==> src/inc/i2c_wr_port_map.vh <==
// Purpose: Register offsets, reset values and slave byte addresses.
// Assumes: Included by the write port design file and by the bench.
// Notes: Offsets are internal register bus byte addresses.
`ifndef I2C_WR_PORT_MAP_VH
`define I2C_WR_PORT_MAP_VH
`define WRITE_ADDRESS_FIELD_REG_OFFSET 24'h01d200
`define WDATA_REG_OFFSET 24'h01d204
`define WRITE_ADDRESS_FIELD_RESET 32'h00000000
`define WDATA_RESET 32'h00000000
`define SLV_ADDR_B0 8'h00
`define SLV_DATA_LSB 8'h04
`define SLV_DATA_MSB 8'h07
`define SLV_AFTER_MSB 8'h08
`define ADDR_STEP 32'h00000004
`define ADDR_ALIGN_MASK 32'hfffffffc
`define SIZE_4BYTE 2'h3
`endif

==> src/rtl/link_sync.v <==
// Purpose: Two flop synchroniser for one level from outside the clock.
// Assumes: Input is asynchronous to ref_clk_i.
// Notes: The first flop feeds only the second.
`timescale 1ns/100ps
module link_sync (
  input wire ref_clk_i,
  input wire reset_n_i,
  input wire async_i,
  output reg sync_o
);
  reg meta_q;
  always @(posedge ref_clk_i) begin
    if (!reset_n_i) begin
      meta_q <= 1'b0;
      sync_o <= 1'b0;
    end else begin
      meta_q <= async_i;
      sync_o <= meta_q;
    end
  end
endmodule // link_sync

==> src/rtl/i2c_wr_port.v <==
// Purpose: Write half of the slave window onto the internal register bus.
// Assumes: Byte events arrive as one-cycle strobes from the slave engine
//          on ref_clk_i; control settings are static or on this clock.
// Notes: The start bit of a transfer is a link level and is synchronised.
//        The start pointer rides with it and has its own two flops.
`timescale 1ns/100ps
`include "i2c_wr_port_map.vh"
module i2c_wr_port (
  // Clock and reset.
  input wire ref_clk_i,
  input wire reset_n_i,
  // Slave engine byte events.
  input wire xfer_start_i,
  input wire [7:0] start_ptr_i,
  input wire byte_wr_i,
  input wire byte_rd_i,
  input wire [7:0] byte_data_i,
  // Access control settings.
  input wire write_auto_increment_enable_i,
  input wire [1:0] write_access_size_i,
  // Boot load deposits.
  input wire boot_addr_load_i,
  input wire boot_data_load_i,
  input wire [31:0] boot_word_i,
  // Register bus read port.
  input wire reg_rd_i,
  input wire [23:0] reg_rd_addr_i,
  output reg [31:0] reg_rd_data_o,
  output reg reg_rd_hit_o,
  // Slave byte readback.
  output reg [7:0] slave_rd_data_o,
  output reg [7:0] byte_ptr_o,
  // Internal register write master.
  output reg int_wr_o,
  output reg [23:0] int_wr_addr_o,
  output reg [31:0] int_wr_data_o,
  output reg [3:0] int_wr_lanes_o
);

  // --------------------------------------------------------------
  // Helpers
  // --------------------------------------------------------------
  // Lane n is bits 8n+7 down to 8n, so pointer 0x04 holds the least
  // significant data byte and pointer 0x07 the most significant one.
  function [31:0] put_byte;
    input [31:0] word;
    input [1:0] lane;
    input [7:0] val;
    begin
      put_byte = word;
      put_byte[lane*8 +: 8] = val;
    end
  endfunction

  function [7:0] get_byte;
    input [31:0] word;
    input [1:0] lane;
    begin
      get_byte = word[lane*8 +: 8];
    end
  endfunction

  // --------------------------------------------------------------
  // Start synchroniser and edge detect
  // --------------------------------------------------------------
  wire start_sync;
  reg start_prev_q;
  link_sync u_start_sync (
    .ref_clk_i(ref_clk_i),
    .reset_n_i(reset_n_i),
    .async_i(xfer_start_i),
    .sync_o(start_sync)
  );
  wire start_evt = start_sync & ~start_prev_q;

  // --------------------------------------------------------------
  // Start pointer capture
  // --------------------------------------------------------------
  // The pointer comes from outside this clock together with the start
  // level, so it passes two flops as well. Bits may land a cycle apart,
  // but the pointer is held long before the start edge leaves its own
  // synchroniser, so only the settled value is ever loaded.
  reg [7:0] ptr_meta_q;
  reg [7:0] ptr_sync_q;
  always @(posedge ref_clk_i) begin
    if (!reset_n_i) begin
      ptr_meta_q <= `SLV_ADDR_B0;
      ptr_sync_q <= `SLV_ADDR_B0;
    end else begin
      ptr_meta_q <= start_ptr_i;
      ptr_sync_q <= ptr_meta_q;
    end
  end

  // --------------------------------------------------------------
  // Register state
  // --------------------------------------------------------------
  reg [31:0] ext_internal_write_address_reg;
  reg [31:0] ext_internal_write_data_reg;
  reg [7:0] ptr_q;
  // Window bases are compared on the upper six pointer bits only.
  wire [7:0] addr_base = `SLV_ADDR_B0;
  wire [7:0] data_base = `SLV_DATA_LSB;
  wire in_addr = (ptr_q[7:2] == addr_base[7:2]);
  wire in_data = (ptr_q[7:2] == data_base[7:2]);
  wire msb_hit = (ptr_q == `SLV_DATA_MSB);
  wire size4 = (write_access_size_i == `SIZE_4BYTE);
  wire [31:0] data_next = put_byte(ext_internal_write_data_reg, ptr_q[1:0],
    byte_data_i);
  // Lanes count from 0x04 up; 0x07 is the top lane of the word.
  wire [3:0] lane_sel = 4'h1 << ptr_q[1:0];

  always @(posedge ref_clk_i) begin
    if (!reset_n_i) begin
      ext_internal_write_address_reg <= `WRITE_ADDRESS_FIELD_RESET;
      ext_internal_write_data_reg <= `WDATA_RESET;
      ptr_q <= `SLV_ADDR_B0;
      start_prev_q <= 1'b0;
      int_wr_o <= 1'b0;
      int_wr_addr_o <= 24'h000000;
      int_wr_data_o <= 32'h00000000;
      int_wr_lanes_o <= 4'h0;
    end else begin
      start_prev_q <= start_sync;
      int_wr_o <= 1'b0;
      // Boot deposits are assigned first, so a slave write to the same
      // register in the same cycle, assigned below, takes precedence.
      if (boot_addr_load_i) begin
        ext_internal_write_address_reg <= boot_word_i & `ADDR_ALIGN_MASK;
      end
      if (boot_data_load_i) begin
        ext_internal_write_data_reg <= boot_word_i;
      end
      if (start_evt) begin
        ptr_q <= ptr_sync_q;
      end else if (byte_wr_i) begin
        if (in_addr) begin
          // Low lane bits are forced clear to keep word alignment.
          ext_internal_write_address_reg <= put_byte(
            ext_internal_write_address_reg, ptr_q[1:0], byte_data_i)
            & `ADDR_ALIGN_MASK;
        end
        if (in_data) begin
          ext_internal_write_data_reg <= data_next;
        end
        if (msb_hit) begin
          // The wrap lets a master stream words without sending a new
          // start pointer for each one.
          ptr_q <= `SLV_DATA_LSB;
          if (size4) begin
            int_wr_o <= 1'b1;
            int_wr_addr_o <= ext_internal_write_address_reg[23:0];
            int_wr_data_o <= data_next;
            int_wr_lanes_o <= 4'hf;
          end else begin
            // Narrow sizes are not decoded here, so no access is made.
            int_wr_lanes_o <= lane_sel;
          end
          if (write_auto_increment_enable_i) begin
            ext_internal_write_address_reg <=
              ext_internal_write_address_reg + `ADDR_STEP;
          end
        end else begin
          ptr_q <= ptr_q + 8'h01;
        end
      end else if (byte_rd_i) begin
        ptr_q <= ptr_q + 8'h01;
      end
    end
  end

  // --------------------------------------------------------------
  // Read paths
  // --------------------------------------------------------------
  // Register bus reads answer one cycle later and return zero on a
  // miss, so a reader that ignores the hit flag still sees no stale
  // value from an earlier access.
  always @(posedge ref_clk_i) begin
    if (!reset_n_i) begin
      reg_rd_data_o <= 32'h00000000;
      reg_rd_hit_o <= 1'b0;
      slave_rd_data_o <= 8'h00;
      byte_ptr_o <= `SLV_ADDR_B0;
    end else begin
      byte_ptr_o <= ptr_q;
      reg_rd_hit_o <= 1'b0;
      reg_rd_data_o <= 32'h00000000;
      if (reg_rd_i) begin
        if (reg_rd_addr_i == `WRITE_ADDRESS_FIELD_REG_OFFSET) begin
          reg_rd_data_o <= ext_internal_write_address_reg;
          reg_rd_hit_o <= 1'b1;
        end else if (reg_rd_addr_i == `WDATA_REG_OFFSET) begin
          reg_rd_data_o <= ext_internal_write_data_reg;
          reg_rd_hit_o <= 1'b1;
        end
      end
      if (in_addr) begin
        slave_rd_data_o <= get_byte(ext_internal_write_address_reg,
          ptr_q[1:0]);
      end else if (in_data) begin
        slave_rd_data_o <= get_byte(ext_internal_write_data_reg,
          ptr_q[1:0]);
      end else begin
        slave_rd_data_o <= 8'h00;
      end
    end
  end
endmodule // i2c_wr_port

==> config.mk <==
export PLATFORM = sky130hd
export DESIGN_NAME = i2c_wr_port
export DESIGN_NICKNAME = d
export VERILOG_FILES = /design/src/rtl/link_sync.v /design/src/rtl/i2c_wr_port.v
export VERILOG_INCLUDE_DIRS = /design/src /design/src/inc
export SDC_FILE = /design/constraint.sdc
export NUM_CORES = 1
export LEC_CHECK = 0
export BUFFER_PORTS_ARGS = -buffer_cell sky130_fd_sc_hd__buf_2
export CAP_MARGIN = 15
export CORE_ASPECT_RATIO = 0.7
export CORE_MARGIN = 2
export CORE_UTILIZATION = 50
export CTS_CLUSTER_SIZE = 12
export DETAILED_ROUTE_END_ITERATION = 10
export PLACE_DENSITY = 0.77
export SLEW_MARGIN = 20
export SYNTH_ARGS = -nofsm -noshare
export SYNTH_HDL_FRONTEND = slang
export SYNTH_SLANG_ARGS = --single-unit
==> constraint.sdc <==
create_clock -name ref_clk_i -period 4.7 [get_ports ref_clk_i]
set_input_delay 0.94 -clock ref_clk_i [delete_from_list [all_inputs] [get_ports ref_clk_i]]
set_output_delay 0.94 -clock ref_clk_i [all_outputs]
set_load 0.02 [all_outputs]
==> results.cfg, run 1 <==
[finish]
drive_above_1_share = 0.2250
fill_cells = 1664
final_net_count = 1295
n_antenna_cell = 0
area_delta_synth_final_pct = 16.28
finish.utilization = 0.5913

[setup_path]
required_ns = 5.07
crit_chain = inv_1, ha_1, nor2b_1, and4b_1, a221oi_1, a2111oi_0
critical_path_arrival_ns = 3.69
cp_num_buf_inv = 1
crit_type = reg -> reg
cp_slowest_cell = dfxtp_1
cp_slowest_stage_delay_ns = 1.04
crit_fanout = 22
critPathLaunchType = register
worstSetupEndpointType = register
path_delay_family = flip-flops

[power]
p_leak_nw = 4.337
powerDensity_mw_per_mm2 = 357.3
ir_drop_mv = 0.2057

[synth]
ys.flop_type = dfxtp_1
netlist_area_mm2 = 0.009594
synth_nets = 1179
avgSynthCellArea_um2 = 8.826
synth_area_leaders = dfxtp_1 (42%), a211oi_1 (7.8%), mux2i_1 (4.8%), a21oi_1 (4.0%), nand2_1 (3.8%)
syn-instance-count = 1087
yosysTopAreaCell = dfxtp_1
yosys_warnings = 0
async_flop_share = 0
synth_edf_count = 0
synth_top_area_frac = 0.4194
ys_seq_elements = 201
synth.most_common_cell = dfxtp_1
synthTopCellsByCount = dfxtp_1 (201), a211oi_1 (100), nand2_1 (97)
synth_sequential_area_ratio = 0.4194
yosysUniqueCellTypes = 63

[detailed_routing]
dr.pass1.iters = 7
drtIter0Drc = 1282
dr_total_vias = 9209
ant_nets = 0
drt-wirelength-per-cell_um = 22.11
drt-total-wl_um = 32080
drt-vias-per-instance = 6.347
drc_errors = 0

[sta]
setup_violations = 0
fmax_ghz = 0.3013
tns_ns = 0
post-route-min-period_ns = 3.319
skew_ns = 0.02096
worstMarginPinSlew_ns = 1.094
hold_viol = 0
rsz0062_at_grt = no
final.period_utilization = 0.7062
relSlewSlack = 0.2693
layout_setup_ws_ns = 1.381
finalMaxSlewViolations = 0

[place]
gp_congestion = 0.9689
place_ws_ns = 1.516
dp_hpwl_um = 22170
port_buffers = 192

[clock_network]
clockRootBuffer = clkbuf_16
postCtsHoldBufs = 0
clock_latency_ns = 0.51
cts.sinks = 201
cts_resized = 0
postCtsSetupBuffers = 0
clk_pin_slew_ns = 0.07
cts.path.max_buffers = 3
htreeDepth = 1
tritoncts = yes
cts_buffers = 21

[run]
cap_violations = 0

[floorplan]
rows = 42
io_pins = 193
die_h_um = 119.9
coreArea_mm2 = 0.01887
initial_core_util = 0.5086
die_w_um = 169.6
die_area_mm2 = 0.02033

[grt]
grt_overflow = 0
grt_max_degree = 86
track_usage = 0.3096
grt_pass1_vias = 8383
grt_pass1_wl_um = 48860
antenna_found_initial = 1

[hold_path]
min_path_type = reg -> reg

[status]
outcome = completed
==> report_power, final <==
group / switching [W] / internal [W]
Clock: 0.000661 / 0.000896
Sequential: 0.000120 / 0.00177
Combinational: 0.000322 / 0.000222
==> cell usage in the layout, fill, tap and decap left out, types with 10 or more instances in the layout <==
cell,synthesis,routed
buf_2,23,191
xnor2_1,10,10
a21oi_1,76,76
mux2i_1,46,46
nor4_1,13,13
nor2_1,95,94
nand4_1,12,12
a221oi_1,14,14
nor2b_1,54,54
nand3_1,16,15
nand2_1,97,97
a211oi_1,100,100
o22ai_1,12,12
o22a_1,10,10
a22oi_1,30,30
inv_1,19,18
dfxtp_1,201,201
o21ai_0,12,12
clkbuf_16,0,21
mux4_2,16,16
buf_4,0,15
and2_1,26,26
==> path summary, 6_finish.rpt <==
| kind | startpoint | end | slack [ns] | depth (start not counted) |
|---|---|---|---|---|
| min | u_start_sync.meta_q | u_start_sync.sync_o | 0.43 | 1 |
| max reg2reg | ptr_q[1] | ext_internal_write_address_reg[14] | 1.38 | 6 |
| min reg2reg | u_start_sync.meta_q | u_start_sync.sync_o | 0.43 | 1 |
| max | ptr_q[1] | ext_internal_write_address_reg[14] | 1.38 | 6 |
==> metrics by stage <==
stage / std cells / hold slack, ns / instance area [µm²] / power [W]
2_1_floorplan: 1087 / 0.4119 / 9594 / 0.002235
3_3_place_gp: 1422 / 0.4157 / 10530 / 0.002426
3_5_place_dp: 1422 / 0.4169 / 10530 / 0.002437
4_1_cts: 1451 / 0.4308 / 11150 / 0.003967
5_1_grt: 1451 / 0.4406 / 11160 / 0.004102
6_report: 1451 / 0.4295 / 11160 / 0.003986
==> layout make-up <==
| class | instances | area, µm² | share of cell area |
|---|---|---|---|
| clock buffer | 27 | 608.1 | 0.05451 |
| multi-input combinational | 753 | 5062 | 0.4538 |
| clock inverter | 2 | 13.76 | 0.001234 |
| inverter | 20 | 76.32 | 0.006842 |
| timing repair buffer | 206 | 1069 | 0.09578 |
| sequential | 201 | 4024 | 0.3607 |
| tap | 242 | 302.8 | 0.02714 |
==> kinds of logic (layout without fill, tap and decap cells) <==
| kind of cell | Yosys count | count (layout) | synth area share |
|---|---|---|---|
| and+or+nand+nor | 356 | 356 | 0.1853 |
| AOI/OAI and AO/OA | 302 | 302 | 0.2191 |
| DFF | 201 | 201 | 0.4194 |
| buffers and inverters | 133 | 255 | 0.05516 |
| muxes | 69 | 69 | 0.09377 |
| xor gates and xnor gates | 17 | 17 | 0.01552 |
| adders and majority gates | 9 | 9 | 0.01174 |
==> routing by layer <==
layer,up-vias,global-route usage,part of all wire
met2,627,0.4436,0.41
li1,4176,-,-
met1,4300,0.4344,0.42
met3,104,0.09466,0.12
met4,2,0.1239,0.043
met5,-,0,0.00050
No activity file was read; power rests on OpenSTA's default activity.
==> run 2: changes to the inputs <==
--- a/config.mk
+++ b/config.mk
@@ -6,6 +6,7 @@
 export SDC_FILE = /design/constraint.sdc
 export NUM_CORES = 1
 export LEC_CHECK = 0
+export ABC_AREA = 1
 export BUFFER_PORTS_ARGS = -buffer_cell sky130_fd_sc_hd__buf_2
 export CAP_MARGIN = 15
 export CORE_ASPECT_RATIO = 0.7
@@ -13,7 +14,7 @@
 export CORE_UTILIZATION = 50
 export CTS_CLUSTER_SIZE = 12
 export DETAILED_ROUTE_END_ITERATION = 10
-export PLACE_DENSITY = 0.77
+export PLACE_DENSITY = 0.76
 export SLEW_MARGIN = 20
 export SYNTH_ARGS = -nofsm -noshare
 export SYNTH_HDL_FRONTEND = slang
==> constraint.sdc (replaced) <==
create_clock -name ref_clk_i -period 3.37 [get_ports ref_clk_i]
set_input_delay 0.674 -clock ref_clk_i [delete_from_list [all_inputs] [get_ports ref_clk_i]]
set_output_delay 0.674 -clock ref_clk_i [all_outputs]
set_load 0.02 [all_outputs]
==> run 2 against run 1 <==
Total power is 50% higher. Sequential cell count stayed put. Clock power is 53% higher. Sequential share of layout area is 3.3 points lower. First-iteration DRC count is 62% higher. Largest cell class unchanged. Via count is 28% higher. Synthesized cell count is 50% higher.
==> results.cfg, run 2 <==
[status]
outcome = completed

[place]
port_buffers = 192
gp_congestion = 1.045
place_ws_ns = 0.7223
dp_hpwl_um = 29810

[synth]
netlist_area_mm2 = 0.01053
yosysUniqueCellTypes = 40
synth_sequential_area_ratio = 0.3822
synth.most_common_cell = nand2_1
avgSynthCellArea_um2 = 6.475
syn-instance-count = 1626
synth_top_area_frac = 0.3822
synth-simple-area-share = 0.3058
ys_seq_elements = 201
synth_edf_count = 0
synth_compound_area_frac = 0.1954
yosys_warnings = 0
yosysTopAreaCell = dfxtp_1
synth_area_leaders = dfxtp_1 (38%), nand2_1 (13%), o21ai_0 (8.1%), a21oi_1 (8.0%), nand3_1 (7.9%)
ys.flop_type = dfxtp_1
synthMuxAreaShare = 0
synthTopCellsByCount = nand2_1 (361), dfxtp_1 (201), nor2_1 (192)
synth_nets = 1718
synth_top_family_by_area = simple AND/OR/NAND/NOR gates
synth_xor_area_frac = 0.005824
synth-adder-area-share = 0.01070
async_flop_share = 0

[finish]
final_net_count = 1851
area_delta_synth_final_pct = 16.48
layout_common_cells = nand2_1 (361), dfxtp_1 (201), buf_2 (192)
layout.cells.most_common = nand2_1
drive_above_1_share = 0.1561

[hold_path]
min_path_type = in -> reg
hold-path-cell-count = 3

[detailed_routing]
dr.pass1.iters = 6
drt-total-wl_um = 40970
drt-vias-per-instance = 5.779
drtIter0Drc = 2080
ant_nets = 0
drt-wirelength-per-cell_um = 20.03
dr_total_vias = 11818
drc_errors = 0

[power]
pwr-share-comb = 0.169
pwr-share-seq = 0.432
clkPwrFrac = 0.399
p_total_w = 0.005991
p_leak_nw = 5.411
p_switching_w = 0.001827
switching_share = 0.3050
powerDensity_mw_per_mm2 = 488.5
p_int_w = 0.004163
ir_drop_mv = 0.3740

[grt]
grt_pass1_wl_um = 60820
track_usage = 0.3559
grt_overflow = 0
grt_max_degree = 93
grt_pass1_vias = 10225
antenna_found_initial = 1

[sta]
skew_ns = 0.01872
setup_violations = 0
tns_ns = 0
finalMaxSlewViolations = 0
relSlewSlack = 0.2746
rsz0062_at_grt = no
worstMarginPinSlew_ns = 1.088
post-route-min-period_ns = 2.742
hold_viol = 0
layout_setup_ws_ns = 0.6283
fmax_ghz = 0.3647
final.period_utilization = 0.8136

[clock_network]
postCtsHoldBufs = 0
cts.path.max_buffers = 3
postCtsSetupBuffers = 0
clockRootBuffer = clkbuf_16
htreeDepth = 1
tritoncts = yes
cts_buffers = 22
clock_latency_ns = 0.52
cts_resized = 0
clk_pin_slew_ns = 0.06
cts.sinks = 201

[setup_path]
crit_fanout = 17
crit_type = reg -> reg
worstSetupEndpointType = register
critical_path_arrival_ns = 3.19
required_ns = 3.82
r2r_cells = 8
critPathLaunchType = register

[run]
cap_violations = 0

[floorplan]
io_pins = 193
die_h_um = 125.4
die_area_mm2 = 0.02225
die_w_um = 177.4
initial_core_util = 0.5086
coreArea_mm2 = 0.02070
rows = 44
==> run 2: cell type report <==
class	count	area, µm²
Antenna cell	1	2.502
Clock buffer	28	603.1
Clock inverter	5	90.09
Fill cell	2049	8437
Inverter	151	566.8
Multi-Input combinational cell	1168	5460
Sequential cell	201	4024
Tap cell	276	345.3
Timing Repair Buffer	215	1171
==> run 2: metrics by stage <==
step / cell area (µm²) / util / hold slack (ns) / instances
after floorplan: 10530 / - / 0.3905 / 1626
after global placement: 11570 / 0.5588 / 0.3930 / 2011
after detailed placement: 11570 / 0.5588 / 0.3988 / 2011
after CTS: 12260 / 0.5923 / 0.3292 / 2044
after global routing: 12260 / 0.5924 / 0.3382 / 2045
final: 12260 / 0.5924 / 0.3380 / 2045
==> run 2: path summary, 6_finish.rpt <==
| check | from | endpoint | slack (ns) |
|---|---|---|---|
| min reg2reg | ptr_meta_q[5] | ptr_sync_q[5] | 0.41 |
| max reg2reg | ptr_q[0] | int_wr_data_o[16] | 0.63 |
| max | ptr_q[0] | int_wr_data_o[16] | 0.63 |
| min | start_ptr_i[6] | ptr_meta_q[6] | 0.34 |
==> run 2: cell families (layout without fill, tap and decap cells) <==
group / count (synthesis) / after routing
and+or+nand+nor: 758 / 758
AOI/OAI and AO/OA: 394 / 394
buffers and inverters: 257 / 399
DFF: 201 / 201
adders and majority gates: 9 / 9
xor gates and xnor gates: 7 / 7
other: 0 / 1
==> run 2: routing by layer <==
| layer | routed length (µm) | up-vias | GRT usage |
|---|---|---|---|
| met5 | 90 | - | 0.02851 |
| met4 | 1183 | 2 | 0.09836 |
| met3 | 6284 | 84 | 0.1116 |
| met2 | 15160 | 892 | 0.4567 |
| met1 | 18240 | 5252 | 0.5544 |
| li1 | - | 5588 | - |
==> run 2: critical path: stages (launching register included) <==
cell and delay [ns]:
dfxtp_1 0.33, clkinv_1 0.24, ha_1 0.31, buf_4 0.21, nor2_1 0.23, nand4_1 0.64, o22ai_1 0.45, nand3_1 0.12
a21oi_1 0.13
==> run 2: power groups by stage <==
stage / Combinational, W / Sequential, W / Clock, W
floorplan: 0.000618 / 0.00260 / 0
global placement: 0.000953 / 0.00263 / 0
detailed placement: 0.000951 / 0.00263 / 0
CTS: 0.000958 / 0.00258 / 0.00241
global route: 0.00108 / 0.00260 / 0.00251
finish: 0.00101 / 0.00259 / 0.00239
